$ cat config.mk
export PLATFORM = sky130hd
export DESIGN_NAME = analog_input_diag_regs
export DESIGN_NICKNAME = d
export VERILOG_FILES = /design/src/core/analog_input_diag_regs.v /design/src/core/sticky_flags.v
export VERILOG_INCLUDE_DIRS = /design/src /design/src/common
export SDC_FILE = /design/constraint.sdc
export NUM_CORES = 1
export LEC_CHECK = 0
export ABC_AREA = 1
export BUFFER_PORTS_ARGS = -buffer_cell sky130_fd_sc_hd__buf_4
export CORE_ASPECT_RATIO = 0.9
export CORE_UTILIZATION = 50
export CTS_CLUSTER_SIZE = 8
export DETAILED_ROUTE_END_ITERATION = 8
export GPL_ROUTABILITY_DRIVEN = 0
export GPL_TIMING_DRIVEN = 1
export MAX_ROUTING_LAYER = met4
export PLACE_DENSITY_LB_ADDON = 0.3
export SYNTH_ARGS = -nofsm -noshare
export SYNTH_HDL_FRONTEND = slang
export SYNTH_SLANG_ARGS = --single-unit
$ cat constraint.sdc
create_clock -name clock_i -period 2.1 [get_ports clock_i]
set_input_delay 0.21 -clock clock_i [delete_from_list [all_inputs] [get_ports clock_i]]
set_output_delay 0.21 -clock clock_i [all_outputs]
set_load 0.01 [all_outputs]
$ cat src/common/diag_regs_defs.vh
// Constants for the analog input diagnostic register bank
`ifndef DIAG_REGS_DEFS_VH
`define DIAG_REGS_DEFS_VH

`define ADDR_W              7
`define DATA_W              8
`define CHAN_N              8
`define SEL_W               3

`define ADDR_OPEN_ARM       7'h23
`define ADDR_OPEN_FLAGS     7'h24
`define ADDR_RANGE_ARM      7'h25
`define ADDR_HIGH_FLAGS     7'h26
`define ADDR_LOW_FLAGS      7'h27
`define ADDR_PAIR_A_SEL     7'h28
`define ADDR_PAIR_B_SEL     7'h29

`define RESET_VALUE         8'h00
`define PAIR_SEL_MASK       8'h3f
`define ODD_SEL_LSB         0
`define EVEN_SEL_LSB        3

`define SRC_INPUT_PIN       3'h0
`define SRC_DIE_TEMP        3'h1
`define SRC_REF_SCALED      3'h2
`define SRC_ANALOG_REG      3'h3
`define SRC_DIGITAL_REG     3'h4
`define SRC_IFACE_SUPPLY    3'h5
`define SRC_ANALOG_GND      3'h6
`define SRC_ANALOG_SUPPLY   3'h7

`define QUEUE_MANUAL        9'h001
`define QUEUE_W             9

`endif

$ cat src/core/analog_input_diag_regs.v
// Register bank for per-channel analog input diagnostics
//
// Operation
// - Auto mode: arm bit enables channel open detection
// - Manual mode: arm bit raises amplifier common mode
// - Sticky open flags, write one clears
// - Range arm bit enables over/undervoltage check
// - Sticky overvoltage flags, write one clears
// - Sticky undervoltage flags, write one clears
// - Pair selectors: even 5:3, odd 2:0, 7:6 zero
// - Selector codes pick pin or internal sources
// - Diagnostic source forces the ten volt range
// - Reset loads zero into every register
// - Queue one is manual, any other count automatic
`timescale 1ns/10ps
`default_nettype none
`include "diag_regs_defs.vh"

module analog_input_diag_regs (
  input  wire                   clock_i,
  input  wire                   reset_i,
  input  wire                   reg_wr_i,
  input  wire                   reg_rd_i,
  input  wire [`ADDR_W-1:0]     reg_addr_i,
  input  wire [`DATA_W-1:0]     reg_wdata_i,
  input  wire [`QUEUE_W-1:0]    open_queue_count_i,
  input  wire [`CHAN_N-1:0]     open_event_i,
  input  wire [`CHAN_N-1:0]     high_event_i,
  input  wire [`CHAN_N-1:0]     low_event_i,
  output reg  [`DATA_W-1:0]     reg_rdata_o,
  output reg                    reg_rvalid_o,
  output reg  [`CHAN_N-1:0]     open_detect_arm_o,
  output reg  [`CHAN_N-1:0]     common_mode_high_o,
  output reg  [`CHAN_N-1:0]     range_check_arm_o,
  output reg  [`CHAN_N-1:0]     wide_range_force_o,
  output reg  [`SEL_W-1:0]      chan1_source_o,
  output reg  [`SEL_W-1:0]      chan2_source_o,
  output reg  [`SEL_W-1:0]      chan3_source_o,
  output reg  [`SEL_W-1:0]      chan4_source_o,
  output wire [`CHAN_N-1:0]     open_flags_o,
  output wire [`CHAN_N-1:0]     high_flags_o,
  output wire [`CHAN_N-1:0]     low_flags_o
);

  reg  [`DATA_W-1:0]  open_arm_reg;
  reg  [`DATA_W-1:0]  range_arm_reg;
  reg  [`DATA_W-1:0]  pair_a_sel_reg;
  reg  [`DATA_W-1:0]  pair_b_sel_reg;
  reg  [`DATA_W-1:0]  rdata_next;
  wire                manual_mode;
  wire                wr_open_flags;
  wire                wr_high_flags;
  wire                wr_low_flags;
  wire [`CHAN_N-1:0]  open_auto_arm;
  wire [`SEL_W-1:0]   sel1;
  wire [`SEL_W-1:0]   sel2;
  wire [`SEL_W-1:0]   sel3;
  wire [`SEL_W-1:0]   sel4;

  // Queue count of one selects manual mode
  assign manual_mode = (open_queue_count_i == `QUEUE_MANUAL);

  assign wr_open_flags = reg_wr_i && (reg_addr_i == `ADDR_OPEN_FLAGS);
  assign wr_high_flags = reg_wr_i && (reg_addr_i == `ADDR_HIGH_FLAGS);
  assign wr_low_flags  = reg_wr_i && (reg_addr_i == `ADDR_LOW_FLAGS);

  // Open detection acts only in automatic mode
  assign open_auto_arm = manual_mode ? {`CHAN_N{1'b0}} : open_arm_reg;

  // Control registers
  always @(posedge clock_i) begin
    if (reset_i) begin
      open_arm_reg   <= `RESET_VALUE;
      range_arm_reg  <= `RESET_VALUE;
      pair_a_sel_reg <= `RESET_VALUE;
      pair_b_sel_reg <= `RESET_VALUE;
    end else if (reg_wr_i) begin
      case (reg_addr_i)
        `ADDR_OPEN_ARM:   open_arm_reg   <= reg_wdata_i;
        `ADDR_RANGE_ARM:  range_arm_reg  <= reg_wdata_i;
        `ADDR_PAIR_A_SEL: pair_a_sel_reg <= reg_wdata_i & `PAIR_SEL_MASK;
        `ADDR_PAIR_B_SEL: pair_b_sel_reg <= reg_wdata_i & `PAIR_SEL_MASK;
        default: begin
        end
      endcase
    end
  end

  // Sticky fault flag banks
  sticky_flags u_open_flags (
    .clock_i      (clock_i),
    .reset_i      (reset_i),
    .arm_i        (open_auto_arm),
    .event_i      (open_event_i),
    .clear_we_i   (wr_open_flags),
    .clear_data_i (reg_wdata_i),
    .flags_o      (open_flags_o)
  );

  sticky_flags u_high_flags (
    .clock_i      (clock_i),
    .reset_i      (reset_i),
    .arm_i        (range_arm_reg),
    .event_i      (high_event_i),
    .clear_we_i   (wr_high_flags),
    .clear_data_i (reg_wdata_i),
    .flags_o      (high_flags_o)
  );

  sticky_flags u_low_flags (
    .clock_i      (clock_i),
    .reset_i      (reset_i),
    .arm_i        (range_arm_reg),
    .event_i      (low_event_i),
    .clear_we_i   (wr_low_flags),
    .clear_data_i (reg_wdata_i),
    .flags_o      (low_flags_o)
  );

  // Selector fields
  assign sel1 = pair_a_sel_reg[`ODD_SEL_LSB +: `SEL_W];
  assign sel2 = pair_a_sel_reg[`EVEN_SEL_LSB +: `SEL_W];
  assign sel3 = pair_b_sel_reg[`ODD_SEL_LSB +: `SEL_W];
  assign sel4 = pair_b_sel_reg[`EVEN_SEL_LSB +: `SEL_W];

  // Read mux, reserved and unmapped read zero
  always @* begin
    case (reg_addr_i)
      `ADDR_OPEN_ARM:   rdata_next = open_arm_reg;
      `ADDR_OPEN_FLAGS: rdata_next = open_flags_o;
      `ADDR_RANGE_ARM:  rdata_next = range_arm_reg;
      `ADDR_HIGH_FLAGS: rdata_next = high_flags_o;
      `ADDR_LOW_FLAGS:  rdata_next = low_flags_o;
      `ADDR_PAIR_A_SEL: rdata_next = pair_a_sel_reg;
      `ADDR_PAIR_B_SEL: rdata_next = pair_b_sel_reg;
      default:          rdata_next = `RESET_VALUE;
    endcase
  end

  // Registered outputs
  always @(posedge clock_i) begin
    if (reset_i) begin
      reg_rdata_o        <= `RESET_VALUE;
      reg_rvalid_o       <= 1'b0;
      open_detect_arm_o  <= `RESET_VALUE;
      common_mode_high_o <= `RESET_VALUE;
      range_check_arm_o  <= `RESET_VALUE;
      wide_range_force_o <= `RESET_VALUE;
      chan1_source_o     <= `SRC_INPUT_PIN;
      chan2_source_o     <= `SRC_INPUT_PIN;
      chan3_source_o     <= `SRC_INPUT_PIN;
      chan4_source_o     <= `SRC_INPUT_PIN;
    end else begin
      reg_rdata_o        <= reg_rd_i ? rdata_next : `RESET_VALUE;
      reg_rvalid_o       <= reg_rd_i;
      open_detect_arm_o  <= open_auto_arm;
      common_mode_high_o <= manual_mode ? open_arm_reg : `RESET_VALUE;
      range_check_arm_o  <= range_arm_reg;
      // Any code other than the input pin picks an internal source
      wide_range_force_o <= {{(`CHAN_N-4){1'b0}},
                             (sel4 != `SRC_INPUT_PIN),
                             (sel3 != `SRC_INPUT_PIN),
                             (sel2 != `SRC_INPUT_PIN),
                             (sel1 != `SRC_INPUT_PIN)};
      chan1_source_o     <= sel1;
      chan2_source_o     <= sel2;
      chan3_source_o     <= sel3;
      chan4_source_o     <= sel4;
    end
  end

endmodule // analog_input_diag_regs

`default_nettype wire

$ cat src/core/sticky_flags.v
// Eight sticky fault flags with write-one-to-clear
`timescale 1ns/10ps
`default_nettype none
`include "diag_regs_defs.vh"

module sticky_flags (
  input  wire                 clock_i,
  input  wire                 reset_i,
  input  wire [`CHAN_N-1:0]   arm_i,
  input  wire [`CHAN_N-1:0]   event_i,
  input  wire                 clear_we_i,
  input  wire [`CHAN_N-1:0]   clear_data_i,
  output reg  [`CHAN_N-1:0]   flags_o
);

  wire [`CHAN_N-1:0] set_w;
  wire [`CHAN_N-1:0] clr_w;

  // Only armed channels set a flag
  assign set_w = arm_i & event_i;
  assign clr_w = clear_we_i ? clear_data_i : {`CHAN_N{1'b0}};

  always @(posedge clock_i) begin
    if (reset_i) begin
      flags_o <= `RESET_VALUE;
    end else begin
      // Set wins over a clear in the same cycle; flag holds after the fault ends
      flags_o <= (flags_o & ~clr_w) | set_w;
    end
  end

endmodule // sticky_flags

`default_nettype wire

==> impl_metrics.csv <==
group,metric,value,unit
sta,fin_crit,1.35,ns
setup_path,cp_max_fo,20,
sta,finalMaxSlewViolations,0,
setup_path,crit_start,"reg_addr_i[4]",
global_routing,antenna_found_initial,0,
synthesis,yosysSeqAreaShare,0.519,
power,ir_drop,0.000373,V
placement,io_buffers,124,
die,start_util,0.516,
die,ioPinCount,129,
setup_path,cp.depth,7,
setup_path,reg2reg_depth,4,
setup_path,crit_path_end,"pair_a_sel_reg[4]",
finish,stdcell_count,714,
synthesis,ys_ff_latch,101,
finish,area_delta_synth_final,30.1,%
die,rows,30,
placement,hpwl,7.36,mm
synthesis,synth_adder_area_share,0,
synthesis,synth_cell_types,27,
routing,ant_nets,0,
routing,drt-wirelength-per-cell,14.2,µm
sta,finalHoldViolCount,0,
synthesis,syn_avg_cell_area,7.88,µm²
routing,drt_iter0_drc,234,
global_routing,grt_usage,0.261,
global_routing,grt-busiest-layer,"met2",
die,coreArea,7540,µm²
synthesis,syn-cell-area,3890,µm²
synthesis,synth_compound_area_frac,0.0861,
setup_path,regToRegSetupSlack,1.21,ns
setup_path,r2r-start,"open_arm_reg[5]",
routing,vias,3762,
synthesis,synth-edff-count,0,
clocking,path_clk_slew,0.09,ns
clocking,clockBufferDepth,2,
die,die_area,8140,µm²
routing,drc,0,
setup_path,max_stage_delay,0.42,ns
setup_path,slowest_stage,"nand3_1",
clocking,cts_setup_buffers,0,
finish,antenna_cells,0,
power,power_density,679,nW/µm²
die,die_y,85.7,µm
global_routing,grtUsageMet3,0.0745,
sta,rsz0062_at_grt,"no",
power,p_leak,2.27,nW
sta,setup_tns,0,ns
clocking,clock-root-buffer,"clkbuf_8",
setup_path,worstPathRequired,2.34,ns
worst_hold_path,hold_path.class,"in2reg",
synthesis,synth_xor_area_frac,0,
setup_path,critPathCaptureType,"flop",
finish,fin_util,0.671,
finish,fillers,643,
synthesis,synth_top_family_by_area,"simple AND/OR/NAND/NOR gates",
clocking,cts_made_buffers,9,
setup_path,cp.arrival,1.59,ns
clocking,cts.sink_count,101,
sta,fmax,742,MHz
clocking,clock_latency,0.36,ns
setup_path,start_kind,"input port",
clocking,cts-resized-gates,0,
global_routing,grtUsageMet1,0.322,
global_routing,grt_pass1_vias,3414,
sta,skew,0.0107,ns
routing,routed_wl,10.1,mm
finish,layout.nets,665,
clocking,cts_hold_buf,0,
clocking,ctsHtreeMaxLevel,3,
synthesis,synth_simple_gate_area_share,0.322,
synthesis,yosysWarningCount,0,
sta,finalSetupViolations,0,
setup_path,cp_cell_sequence,"buf_4, inv_2, nand2_2, nor2_4, nand3_1, o21ai_0, a21oi_1",
placement,placed_cells,698,
outcome,status,"completed",
setup_path,crit_buf_inv,2,
synthesis,synth-async-reset-ratio,0,
synthesis,synthMuxAreaShare,0,
global_routing,grt_use_met2,0.422,
job,max_cap_viol_count,0,
global_routing,grt-ovfl-total,0,
synthesis,synth_ff_type,"dfxtp_1",
global_routing,grt_max_degree,44,
finish,drive_gt1_frac,0.272,
setup_path,r2r_end,"reg_rdata_o[5]",
routing,via_per_inst,5.27,
sta,fin_crit_sh,0.642,
global_routing,grt_first_pass_wirelength,15.9,mm
setup_path,cp_top_family,"simple AND/OR/NAND/NOR gates",
synthesis,syn_inst,494,
clocking,cts_tree,"built",
routing,firstDrtPassIters,5,
die,die_w,95.0,µm
setup_path,criticalPathCategory,"in2reg",
[metal layers]
| layer | share of wire | routed length (µm) |
|---|---|---|
| met5 | 0 | 0 |
| met4 | 0.011 | 115 |
| met3 | 0.080 | 814 |
| met2 | 0.49 | 4970 |
| met1 | 0.42 | 4250 |
[worst min path at each step]
stage / startpoint / slack, ns / cells after the start / endpoint
after floorplan: high_event_i[0] / 0.32 / 2 / u_high_flags.flags_o[0]
after global placement: low_event_i[7] / 0.41 / 3 / u_low_flags.flags_o[7]
after detailed placement: high_event_i[3] / 0.41 / 3 / u_high_flags.flags_o[3]
after CTS: high_event_i[6] / 0.03 / 3 / u_high_flags.flags_o[6]
after global routing: low_event_i[6] / 0.03 / 3 / u_low_flags.flags_o[6]
final: high_event_i[6] / 0.04 / 3 / u_high_flags.flags_o[6]
[cell type report]
class | count | area [µm²] | area share
Tap cell | 96 | 120 | 0.0237
Timing Repair Buffer | 129 | 968 | 0.191
Clock buffer | 12 | 135 | 0.0267
Inverter | 38 | 143 | 0.0282
Multi-Input combinational cell | 334 | 1600 | 0.317
Clock inverter | 4 | 72.6 | 0.0143
Sequential cell | 101 | 2020 | 0.399
[Yosys cell counts (2+ instances only)]
library cell | count | area [µm²]
a21oi_1 | 34 | 170
a31oi_1 | 4 | 25.0
buf_1 | 3 | 11.3
buf_2 | 9 | 45.0
buf_4 | 5 | 37.5
buf_6 | 2 | 22.5
clkbuf_1 | 5 | 18.8
dfxtp_1 | 101 | 2020
inv_1 | 33 | 124
inv_2 | 4 | 15.0
nand2_1 | 94 | 353
nand2_2 | 3 | 18.8
nand3_1 | 82 | 410
nand3_2 | 2 | 20.0
nor2_1 | 57 | 214
nor2_4 | 10 | 113
nor3_1 | 8 | 40.0
nor3_2 | 3 | 30.0
o21ai_0 | 24 | 120
o21ai_1 | 4 | 20.0
[cells in the final DEF (no fill, tap or decap), types with 2 or more instances in the layout]
master / count
a21oi_1: 34
a31oi_1: 4
buf_4: 129
bufinv_16: 2
clkbuf_1: 3
clkbuf_8: 9
conb_1: 4
dfxtp_1: 101
inv_1: 33
inv_2: 4
nand2_1: 94
nand2_2: 3
nand3_1: 82
nand3_2: 2
nor2_1: 57
nor2_4: 10
nor3_1: 8
nor3_2: 3
o21ai_0: 24
o21ai_1: 4
[worst register-to-register path: cells and delay by family, from the launching register on]
family | cells | cell delay (ns)
DFF | 1 | 0.31
buffers and inverters | 1 | 0.14
AOI/OAI and AO/OA | 1 | 0.09
and+or+nand+nor | 2 | 0.24
[metrics by stage]
step                      instance area (µm²)  hold WS [ns]  total power [mW]  setup WS (ns)
after floorplan                          3900         0.320              2.07          0.937
after detailed placement                 4860         0.408              2.18          0.448
after global placement                   4860         0.406              2.18          0.536
after CTS                                5060        0.0293              3.46          0.828
final                                    5060        0.0373              3.44          0.752
after global routing                     5060        0.0264              3.56          0.609
[cells by family (layout without fill, tap and decap cells)]
family	Yosys count	after routing
AND/OR/NAND/NOR	264	264
flip-flops	101	101
AO/OA/AOI/OAI	66	66
buffers and inverters	62	183
other	1	4
[power breakdown]
part           switching, mW  internal (mW)  leakage, nW
sequential           0.00310           1.92        0.814
clock                  0.628          0.671        0.101
combinational          0.129         0.0898         1.35
Power figures use the tool's default switching activity.
